`config.mk`:
```
export PLATFORM = sky130hd
export DESIGN_NAME = gper_router
export DESIGN_NICKNAME = d
export VERILOG_FILES = /design/src/gper_pkg.sv /design/src/gper_router.sv
export VERILOG_INCLUDE_DIRS = /design/src
export SDC_FILE = /design/constraint.sdc
export NUM_CORES = 1
export LEC_CHECK = 0
export BUFFER_PORTS_ARGS = -buffer_cell sky130_fd_sc_hd__clkbuf_2
export CORE_ASPECT_RATIO = 0.9
export CORE_MARGIN = 3
export CORE_UTILIZATION = 35
export CTS_CLUSTER_SIZE = 40
export DETAILED_ROUTE_END_ITERATION = 12
export GPL_ROUTABILITY_DRIVEN = 1
export PLACE_DENSITY = 0.76
export RECOVER_POWER = 100
export REMOVE_ABC_BUFFERS = 1
export SYNTH_ARGS = -nofsm -noshare
export SYNTH_HDL_FRONTEND = slang
export SYNTH_SLANG_ARGS = --single-unit
```
`constraint.sdc`:
```
create_clock -name SYS_CLK_I -period 1.5 [get_ports SYS_CLK_I]
set_input_delay 0.075 -clock SYS_CLK_I [delete_from_list [all_inputs] [get_ports SYS_CLK_I]]
set_output_delay 0.075 -clock SYS_CLK_I [all_outputs]
set_load 0.01 [all_outputs]
```
`src/gper_consts.svh`:
```
// offsets, field positions, reset values and widths for the event router
`ifndef GPER_CONSTS_SVH
`define GPER_CONSTS_SVH
`define GPER_CTRL_OFS        12'h450
`define GPER_STAT_OFS        12'h454
`define GPER_PINCFG_OFS      12'h458
`define GPER_POL_BIT         0
`define GPER_FIRST_PORT_BIT  2
`define GPER_NUM_PORTS       4
`define GPER_PIN_ALT_BIT     0
`define GPER_CTRL_RESET      32'h0000_0000
`define GPER_ADDR_W          12
`endif

```
`src/gper_pkg.sv`:
```
// types shared by the event router
package gper_pkg;
  typedef logic [31:0] gper_word_t;
  typedef enum logic [0:0] {GPER_IDLE, GPER_ACK} gper_bus_state_t;
endpackage : gper_pkg

```
`src/gper_router.sv`:
```
// event router: diverts hot-plug notifications of ports 2..5 onto a shared pin
// Summary of operation
// RQ1 - The polarity-invert bit makes the shared event output active low when clear, active high when set.
// RQ2 - A set per-port divert bit suppresses that port's in-band hot-plug INTx, MSI and PME notifications.
// RQ3 - With the divert bit set, that port's hot-plug notification asserts the shared event output instead.
// RQ4 - The shared event output leaves on general-purpose pin 7 as its alternate function.
// RQ5 - A read-only status bit per port reads one while that port is asserting the shared event.
// RQ6 - A port's status bit is never set unless its divert bit is set.
// RQ7 - Pin 7 carries the event only while configured for its alternate function.
// RQ8 - The shared event is the OR of all port indications, then polarity applied before the pin.
`timescale 1ns/1ns
`include "gper_consts.svh"
module gper_router #(
  parameter int NUM_PORTS = `GPER_NUM_PORTS
) (
  input  wire logic              SYS_CLK_I,     // core clock, 100 MHz
  input  wire logic              RST_I,         // async reset, active high
  input  wire logic              STICKY_RST_I,  // power-on reset for sticky bits
  input  wire logic [11:0]       ADR_I,         // wishbone byte address
  input  wire gper_pkg::gper_word_t DAT_I,      // wishbone write data
  input  wire logic [3:0]        SEL_I,         // wishbone byte enables
  input  wire logic              WE_I,          // wishbone write
  input  wire logic              CYC_I,         // wishbone cycle
  input  wire logic              STB_I,         // wishbone strobe
  input  wire logic [NUM_PORTS-1:0] HP_EVENT_I, // per-port hot-plug event level
  input  wire logic              GPIO7_IN_I,    // pin 7 input side
  input  wire logic              GPIO7_OUT_I,   // pin 7 output when plain gpio
  input  wire logic              GPIO7_DRV_I,   // pin 7 drive request as gpio
  output gper_pkg::gper_word_t   DAT_O,         // wishbone read data
  output logic                   ACK_O,         // wishbone acknowledge
  output logic                   ERR_O,         // wishbone error, unmapped address
  output logic [NUM_PORTS-1:0]   HP_INBAND_O,   // events left for in-band signalling
  output logic                   GPIO7_O,       // pin 7 output value
  output logic                   GPIO7_OE_N_O   // pin 7 enable, low drives
);
  import gper_pkg::*;

  // the register layout has room for exactly four divert and status bits
  if (NUM_PORTS != `GPER_NUM_PORTS)
  begin : g_bad_ports
    $error("gper_router: port count must match the control layout");
  end

  localparam int PB = `GPER_FIRST_PORT_BIT;

  logic                 pol_invert_reg;
  logic [NUM_PORTS-1:0] divert_en_reg;
  logic                 pin_alt_reg;
  logic [NUM_PORTS-1:0] event_active_reg;
  logic [NUM_PORTS-1:0] event_active_next;
  logic                 any_event;
  gper_bus_state_t      bus_state_reg;
  logic                 req;
  logic                 wr_ctrl;
  logic                 wr_pincfg;
  logic                 mapped;
  logic                 rst_hold_reg;
  logic                 chk_off;

  assign req       = CYC_I && STB_I && (bus_state_reg == GPER_IDLE);
  assign mapped    = (ADR_I == `GPER_CTRL_OFS) || (ADR_I == `GPER_STAT_OFS)
                     || (ADR_I == `GPER_PINCFG_OFS);
  assign wr_ctrl   = req && WE_I && (ADR_I == `GPER_CTRL_OFS) && SEL_I[0];
  assign wr_pincfg = req && WE_I && (ADR_I == `GPER_PINCFG_OFS) && SEL_I[0];

  // control bits survive ordinary resets; only the power-on reset clears them
  always_ff @(posedge SYS_CLK_I or posedge STICKY_RST_I)
  begin
    if (STICKY_RST_I)
    begin
      pol_invert_reg <= 1'b0;
      divert_en_reg  <= '0;
      pin_alt_reg    <= 1'b0;
    end
    else
    begin
      if (wr_ctrl)
      begin
        pol_invert_reg <= DAT_I[`GPER_POL_BIT];
        divert_en_reg  <= DAT_I[PB +: NUM_PORTS];
      end
      if (wr_pincfg)
        pin_alt_reg <= DAT_I[`GPER_PIN_ALT_BIT];
    end
  end

  // single wait state: ack in the cycle after the request is seen
  always_ff @(posedge SYS_CLK_I or posedge RST_I)
  begin
    if (RST_I)
    begin
      bus_state_reg <= GPER_IDLE;
      ACK_O         <= 1'b0;
      ERR_O         <= 1'b0;
      DAT_O         <= 32'h0000_0000;
    end
    else
    begin
      ACK_O <= 1'b0;
      ERR_O <= 1'b0;
      case (bus_state_reg)
        GPER_IDLE:
        begin
          if (req)
          begin
            bus_state_reg <= GPER_ACK;
            ACK_O         <= mapped;
            ERR_O         <= !mapped;
            DAT_O         <= 32'h0000_0000;
            if (!WE_I && ADR_I == `GPER_CTRL_OFS)
              DAT_O <= {{(32-PB-NUM_PORTS){1'b0}}, divert_en_reg, 1'b0, pol_invert_reg};
            else if (!WE_I && ADR_I == `GPER_STAT_OFS)
              DAT_O <= {{(32-PB-NUM_PORTS){1'b0}}, event_active_reg, 2'b00}; // RQ5
            else if (!WE_I && ADR_I == `GPER_PINCFG_OFS)
              DAT_O <= {31'h0000_0000, pin_alt_reg};
          end
        end
        GPER_ACK:
          bus_state_reg <= GPER_IDLE;
        default:
          bus_state_reg <= GPER_IDLE;
      endcase
    end
  end

  genvar g;
  generate
    for (g = 0; g < NUM_PORTS; g++)
    begin : g_port
      assign event_active_next[g] = HP_EVENT_I[g] && divert_en_reg[g]; // RQ3 RQ6
    end
  endgenerate

  assign any_event = |event_active_next; // RQ8

  always_ff @(posedge SYS_CLK_I or posedge RST_I)
  begin
    if (RST_I)
    begin
      event_active_reg <= '0;
      HP_INBAND_O      <= '0;
    end
    else
    begin
      event_active_reg <= event_active_next;
      HP_INBAND_O      <= HP_EVENT_I & ~divert_en_reg; // RQ2
    end
  end

  // pin idles deasserted at reset: active-low default means high
  always_ff @(posedge SYS_CLK_I or posedge RST_I)
  begin
    if (RST_I)
    begin
      GPIO7_O      <= 1'b1;
      GPIO7_OE_N_O <= 1'b1;
    end
    else if (pin_alt_reg) // RQ4 RQ7
    begin
      GPIO7_O      <= pol_invert_reg ? any_event : !any_event; // RQ1 RQ8
      GPIO7_OE_N_O <= 1'b0;
    end
    else
    begin
      GPIO7_O      <= GPIO7_OUT_I;
      GPIO7_OE_N_O <= !GPIO7_DRV_I;
    end
  end

  // flops still sit in reset on the edge that releases it; checks wait one more edge
  always_ff @(posedge SYS_CLK_I or posedge RST_I)
  begin
    if (RST_I)
      rst_hold_reg <= 1'b1;
    else
      rst_hold_reg <= 1'b0;
  end

  assign chk_off = RST_I || rst_hold_reg;

  status_needs_enable_a: assert property (@(posedge SYS_CLK_I) disable iff (chk_off) // RQ6
    (|(event_active_reg & ~$past(divert_en_reg))) == 1'b0)
    else $error("status bit set without its divert bit");
  status_follows_event_a: assert property (@(posedge SYS_CLK_I) disable iff (chk_off) // RQ5
    (HP_EVENT_I[0] && divert_en_reg[0]) |=> event_active_reg[0])
    else $error("status bit missed a diverted event");
  inband_suppressed_a: assert property (@(posedge SYS_CLK_I) disable iff (chk_off) // RQ2
    divert_en_reg[1] |=> !HP_INBAND_O[1])
    else $error("diverted port still signalled in band");
  inband_passes_a: assert property (@(posedge SYS_CLK_I) disable iff (chk_off) // RQ2
    (HP_EVENT_I[2] && !divert_en_reg[2]) |=> HP_INBAND_O[2])
    else $error("undiverted event lost");
  pin_low_active_a: assert property (@(posedge SYS_CLK_I) disable iff (chk_off) // RQ1
    (pin_alt_reg && !pol_invert_reg && any_event) |=> (!GPIO7_O && !GPIO7_OE_N_O))
    else $error("active-low event not driven low");
  pin_high_active_a: assert property (@(posedge SYS_CLK_I) disable iff (chk_off) // RQ1
    (pin_alt_reg && pol_invert_reg && !any_event) |=> !GPIO7_O)
    else $error("inverted idle level wrong");
  pin_or_ports_a: assert property (@(posedge SYS_CLK_I) disable iff (chk_off) // RQ8
    (pin_alt_reg && !pol_invert_reg && $past(pin_alt_reg) && $past(!pol_invert_reg)) |->
      (GPIO7_O == !(|event_active_reg)))
    else $error("pin does not match or of port status");
  pin_gpio_mode_a: assert property (@(posedge SYS_CLK_I) disable iff (chk_off) // RQ7
    !pin_alt_reg |=> (GPIO7_O == $past(GPIO7_OUT_I)))
    else $error("event reached pin outside alternate function");
  pin_high_drive_a: assert property (@(posedge SYS_CLK_I) disable iff (chk_off) // RQ1
    (pin_alt_reg && pol_invert_reg && any_event) |=> (GPIO7_O && !GPIO7_OE_N_O))
    else $error("active-high event not driven high");
  pin_low_idle_a: assert property (@(posedge SYS_CLK_I) disable iff (chk_off) // RQ1
    (pin_alt_reg && !pol_invert_reg && !any_event) |=> GPIO7_O)
    else $error("active-low idle level wrong");
  gpio_drive_pass_a: assert property (@(posedge SYS_CLK_I) disable iff (chk_off) // RQ7
    !pin_alt_reg |=> (GPIO7_OE_N_O == !$past(GPIO7_DRV_I)))
    else $error("pin drive outside alternate function not from gpio");
  alt_drives_pin_a: assert property (@(posedge SYS_CLK_I) disable iff (chk_off) // RQ4
    pin_alt_reg |=> !GPIO7_OE_N_O)
    else $error("alternate function does not drive the pin");
  status_port_set_a: assert property (@(posedge SYS_CLK_I) disable iff (chk_off) // RQ5
    (HP_EVENT_I[3] && divert_en_reg[3]) |=> event_active_reg[3])
    else $error("last port status missed a diverted event");
  status_port_clear_a: assert property (@(posedge SYS_CLK_I) disable iff (chk_off) // RQ6
    !divert_en_reg[3] |=> !event_active_reg[3])
    else $error("last port status set while not diverted");
  inband_mask_all_a: assert property (@(posedge SYS_CLK_I) disable iff (chk_off) // RQ2
    1'b1 |=> (HP_INBAND_O == ($past(HP_EVENT_I) & ~$past(divert_en_reg))))
    else $error("in-band events not masked by divert bits");
endmodule : gper_router

```
== Word-level counts from Yosys, hierarchy flattened ==
Index checks and enable logic that the tools add are counted.
Widths: inputs -> output; s select.
Word-level totals
  logic and storage cells: 51
  bits in registers: 51
  bits in writable memories: 0
  bits in read-only memories: 0
  memories kept: 0
  input port bits: 61
  latch bits: 0
  output and inout bits: 40
Cells by class
  bitwise operators: 3
  $mul: 0
  divide/modulo/power cells: 0
  reduce and logical (&&, ||, !) cells: 22
  order comparisons: 0
  equal/unequal tests: 3
  add/subtract/negate cells: 0
  mux-type cells: 12
  shifts and indexed selects: 0
Operators by type and width (number)
  $eq 12x11->1 const B: 3
  $logic_and 1x1->1: 14
  $mux 6: 2
  $mux 1: 9
  $and 4x4->4: 1
  $logic_not 1->1: 4
  $not 4->4: 1
  $reduce_or 4->1: 1
  $logic_or 1x1->1: 2
  $pmux 1 s2: 1
  $reduce_and 2->1: 1
  $not 1->1: 1

== Logic depth before layout (Yosys ltp) ==
  depth in word-level cells: 6
  mapped depth: 4
  gate-level depth less buffers: 4

== Worst setup path before layout ==
OpenSTA, ideal clock, no wires.
  path kind: register -> register
  start point: register bus_state_reg
  end point: register pin_alt_reg
  period minus slack after synthesis: 1.430 ns
  setup slack: 0.070 ns
  required time: 1.375 ns
  stages on the path, launching flop included: 5
  arrival: 1.305 ns
  library setup time: 0.125 ns
  path buffers: 0
  path through: dfrtp_1 > nand3b_1 > nor3_2 > nor3b_1 > mux2_2
On the way
  longest elaborated chain between the ends: 5
RTL lines
  from (decl): RTL line gper_router.sv:52  | gper_bus_state_t bus_state_reg;
  from (signal assigned): RTL line gper_router.sv:92  | bus_state_reg <= GPER_IDLE;
  from (signal assigned): RTL line gper_router.sv:106  | bus_state_reg <= GPER_ACK;
  from (signal assigned): RTL line gper_router.sv:119  | bus_state_reg <= GPER_IDLE;
  $not 1->1 (no line)
  $logic_and 1x1->1: RTL line gper_router.sv:60  | assign req = CYC_I && STB_I && (bus_state_reg == GPER_IDLE);
  $logic_and 1x1->1 (3 in series): RTL line gper_router.sv:64  | assign wr_pincfg = req && WE_I && (ADR_I == `GPER_PINCFG_OFS) && SEL_I[0];
  to (signal assigned): RTL line gper_router.sv:83  | pin_alt_reg <= DAT_I[`GPER_PIN_ALT_BIT];
  to (decl): RTL line gper_router.sv:48  | logic pin_alt_reg;
Every way passes these cells.
A chain may end at the register's enable or synchronous reset.

== Final worst setup path ==
  start point: register divert_en_reg[2]
  end point: register GPIO7_O
On the way
  longest elaborated chain between the ends: 5
RTL lines
  from (decl): RTL line gper_router.sv:47  | logic [NUM_PORTS-1:0] divert_en_reg;
  from (signal assigned): RTL line gper_router.sv:80  | divert_en_reg <= DAT_I[PB +: NUM_PORTS];
  $logic_and 1x1->1 (*): RTL line gper_router.sv:130  | assign event_active_next[g] = HP_EVENT_I[g] && divert_en_reg[g];
  net event_active_next[2]: RTL line gper_router.sv:50  | logic [NUM_PORTS-1:0] event_active_next;
  $reduce_or 4->1 (*): RTL line gper_router.sv:134  | assign any_event = |event_active_next;
  $logic_not 1->1: RTL line gper_router.sv:160  | GPIO7_O <= pol_invert_reg ? any_event : !any_event;
  $mux 1 (*): RTL line gper_router.sv:160
  $mux 1 (*): RTL line gper_router.sv:158  | else if (pin_alt_reg)
  to (signal assigned): RTL line gper_router.sv:160
  to (decl): RTL line gper_router.sv:33  | output logic GPIO7_O,
Mark *: on every way through the listed nets, which the timed path passes. The rest lies on a longest branch.

==> results.tsv <==
stage	metric	value	unit
status	run_status	completed	
timing	clock_skew	0.00504	ns
floorplanning	die_area	0.00432	mm^2
routing	viasPerCell	4.11	
timing	period_share	94.8	%
min_path	hp-class	in -> reg	
timing	fmax	703	MHz
worst_setup_path	crit_path_start_kind	flip-flop	
placed_design	io_buffers	42	
worst_setup_path	cp-end-kind	flip-flop	
worst_setup_path	cp.required	1.70	ns
grt	grt_pass1_wl	3520	um
synthesis	ys_warn_count	0	
routing	avgRoutedWirePerCell	10.9	um
pwr	pwr_density_cell	900	mW/mm^2
grt	track_usage	10.8	%
worst_setup_path	critPathMaxFanout	2	
pwr	power	1.36	mW
job	drv_cap	0	
worst_setup_path	r2r_setup_slack	0.08	ns
floorplanning	fp.dieH	62.6	um
placed_design	place_ws	0.00518	ns
clocking	cts_max_level	1	
clocking	cts_tree	done	
clocking	root_buffer	clkbuf_8	
floorplanning	die_w	68.9	um
cells_and_area	multi_input_area	508	um^2
timing	slew_viol_final	0	
cells_and_area	antenna_cells	0	
timing	holdWs	0.0283	ns
cells_and_area	drive_gt1_share	33.3	%
timing	fin_tns_setup	0	ns
routing	drt_iter0_drc	19	
synthesis	ys_ff_latch	24	
synthesis	avgSynthCellArea	11.7	um^2
clocking	clk_latency	0.27	ns
synthesis	synth-seq-area-share	48.3	%
synthesis	async_flop_share	100	%
synthesis	synth_edf_count	0	
cells_and_area	regArea	603	um^2
clocking	clk_path_buf_depth	2	
grt	grt_pass1_vias	798	
cells_and_area	largest-register	DAT_O	
grt	antenna_found_initial	0	
routing	drtAntennaViolNets	0	
synthesis	synth_ff_type	dfrtp_1	
clocking	cts.sinks	24	
cells_and_area	nets	221	
floorplanning	core_area	0.00323	mm^2
synthesis	syn-cell-area	0.00125	mm^2
floorplanning	initial_utilization	38.6	%
placed_design	hpwlAfterDp	1850	um
timing	tightest_slew	0.677	ns
pwr	leakage	0.790	nW
floorplanning	io_pins	101	
placed_design	place_congestion	0.756	
routing	drt_pass1_iterations	3	
floorplanning	rows	19	
timing	rsz0062_at_grt	no	
synthesis	synth.distinct_cells	29	
timing	slew_headroom	54.8	%
synthesis	syn_inst	107	
cells_and_area	final_core_util	46.7	%
cells_and_area	fill_cells	338	
cells_and_area	largest_reg_flops	5	
routing	drc	0	
clocking	numCtsBuffers	3	
cells_and_area	synthToLayoutAreaGrowth	21.1	%
routing	vias	827	
grt	grt_max_degree	19	
timing	fin_crit	1.42	ns
pwr	vdd_drop_max	0.000641	V
grt	grt_remaining_overflow	0	
routing	wl	2190	um
worst_setup_path	crit_type	reg -> reg	
clocking	cts.clk_slew.worst_paths	0.08	ns
timing	layout_setup_ws	0.0775	ns
timing	hold_violations	0	
worst_setup_path	cp_data_arrival_time	1.62	ns
timing	final-setup-viol-count	0	
timing repair:
item                       in CTS  in global routing
setup buffers                   0                  1
gates resized for setup         0                  2
setup endpoints to repair       0                  3
hold buffers                    4                  0
hold endpoints to repair       24                  0
layout make-up:
class,count,area share [%]
sequential,24,39.9
multi-input combinational,76,33.6
timing repair buffer,51,17.2
tap,42,3.48
clock buffer,3,2.73
clock inverter,1,1.99
inverter,4,0.994
synthesized netlist by cell type, drive strengths merged, types with 2 or more instances:
library cell  number  area share (%)
o41ai              2             2.6
dfstp              2             4.2
buf               28              17
mux2               6             5.4
nor2b              4             2.0
dfrtp             22              44
a21oi              2            0.80
nand2              6             1.8
o21ai              3             1.2
nor2               3            0.90
nor4b              2             3.8
inv                4             1.2
and2               5             2.9
mux2i              5             4.0
per-layer routing:
metal / global-route usage, % / vias to the layer above / wire length (um)
met5: 0 / - / 0
met3: 3.96 / 4 / 223
met1: 13.7 / 383 / 874
li1: - / 401 / -
met4: 2.92 / 0 / 20
met2: 16.9 / 39 / 1080
cell usage in the layout (no fill, tap or decap), drive strengths merged:
master / count
nand4: 1
inv: 4
nor4b: 2
or4: 1
dfstp: 2
nand3: 1
conb: 27
mux2: 6
or3: 1
and2: 5
clkbuf: 48
nand3b: 1
nand2: 6
a21oi: 2
xor2: 1
buf: 2
mux2i: 5
nor3b: 1
nor3: 1
bufinv: 1
and2b: 1
nand2b: 1
dfrtp: 22
o21ai: 3
or2: 1
nor2b: 4
dlygate4sd3: 4
o41ai: 2
nor2: 3
through the flow:
step,cell area [um^2],cells
2_1_floorplan,1130,104
3_3_place_gp,1430,192
3_5_place_dp,1430,192
4_1_cts,1540,200
5_1_grt,1510,201
6_report,1510,201
path summary, 6_finish.rpt:
| check | end | startpoint | cells past startpoint |
|---|---|---|---|
| worst max-delay path | GPIO7_O | divert_en_reg[2] | 4 |
| worst min-delay path | HP_INBAND_O[0] | HP_EVENT_I[0] | 2 |
| worst max register to register | GPIO7_O | divert_en_reg[2] | 4 |
| worst min register to register | HP_INBAND_O[0] | divert_en_reg[0] | 1 |
| max in group asynchronous | ERR_O | RST_I | 3 |
| min in group asynchronous | pol_invert_reg | STICKY_RST_I | 3 |
report_power, final:
part / total [mW] / internal (mW) / switching (mW)
combinational: 0.140 / 0.0534 / 0.0862
sequential: 0.662 / 0.660 / 0.00271
clock: 0.558 / 0.357 / 0.201
total: 1.36 / 1.07 / 0.290
kinds of logic after synthesis:
| logic type | after synthesis | share of synthesized area [%] |
|---|---|---|
| other | 1 | 0.301 |
| multiplexers | 11 | 9.43 |
| flip-flops | 24 | 48.3 |
| buffers and inverters | 33 | 18.2 |
| AO/OA/AOI/OAI | 7 | 4.61 |
| XOR/XNOR | 1 | 0.702 |
| AND/OR/NAND/NOR | 30 | 18.5 |
critical path: stages, from the launching register on:
cell and delay (ns):
dfrtp_1 0.39, and2_4 0.14, or4_4 0.53, xor2_1 0.16, a21oi_1 0.14
Power figures use the tool's default switching activity.
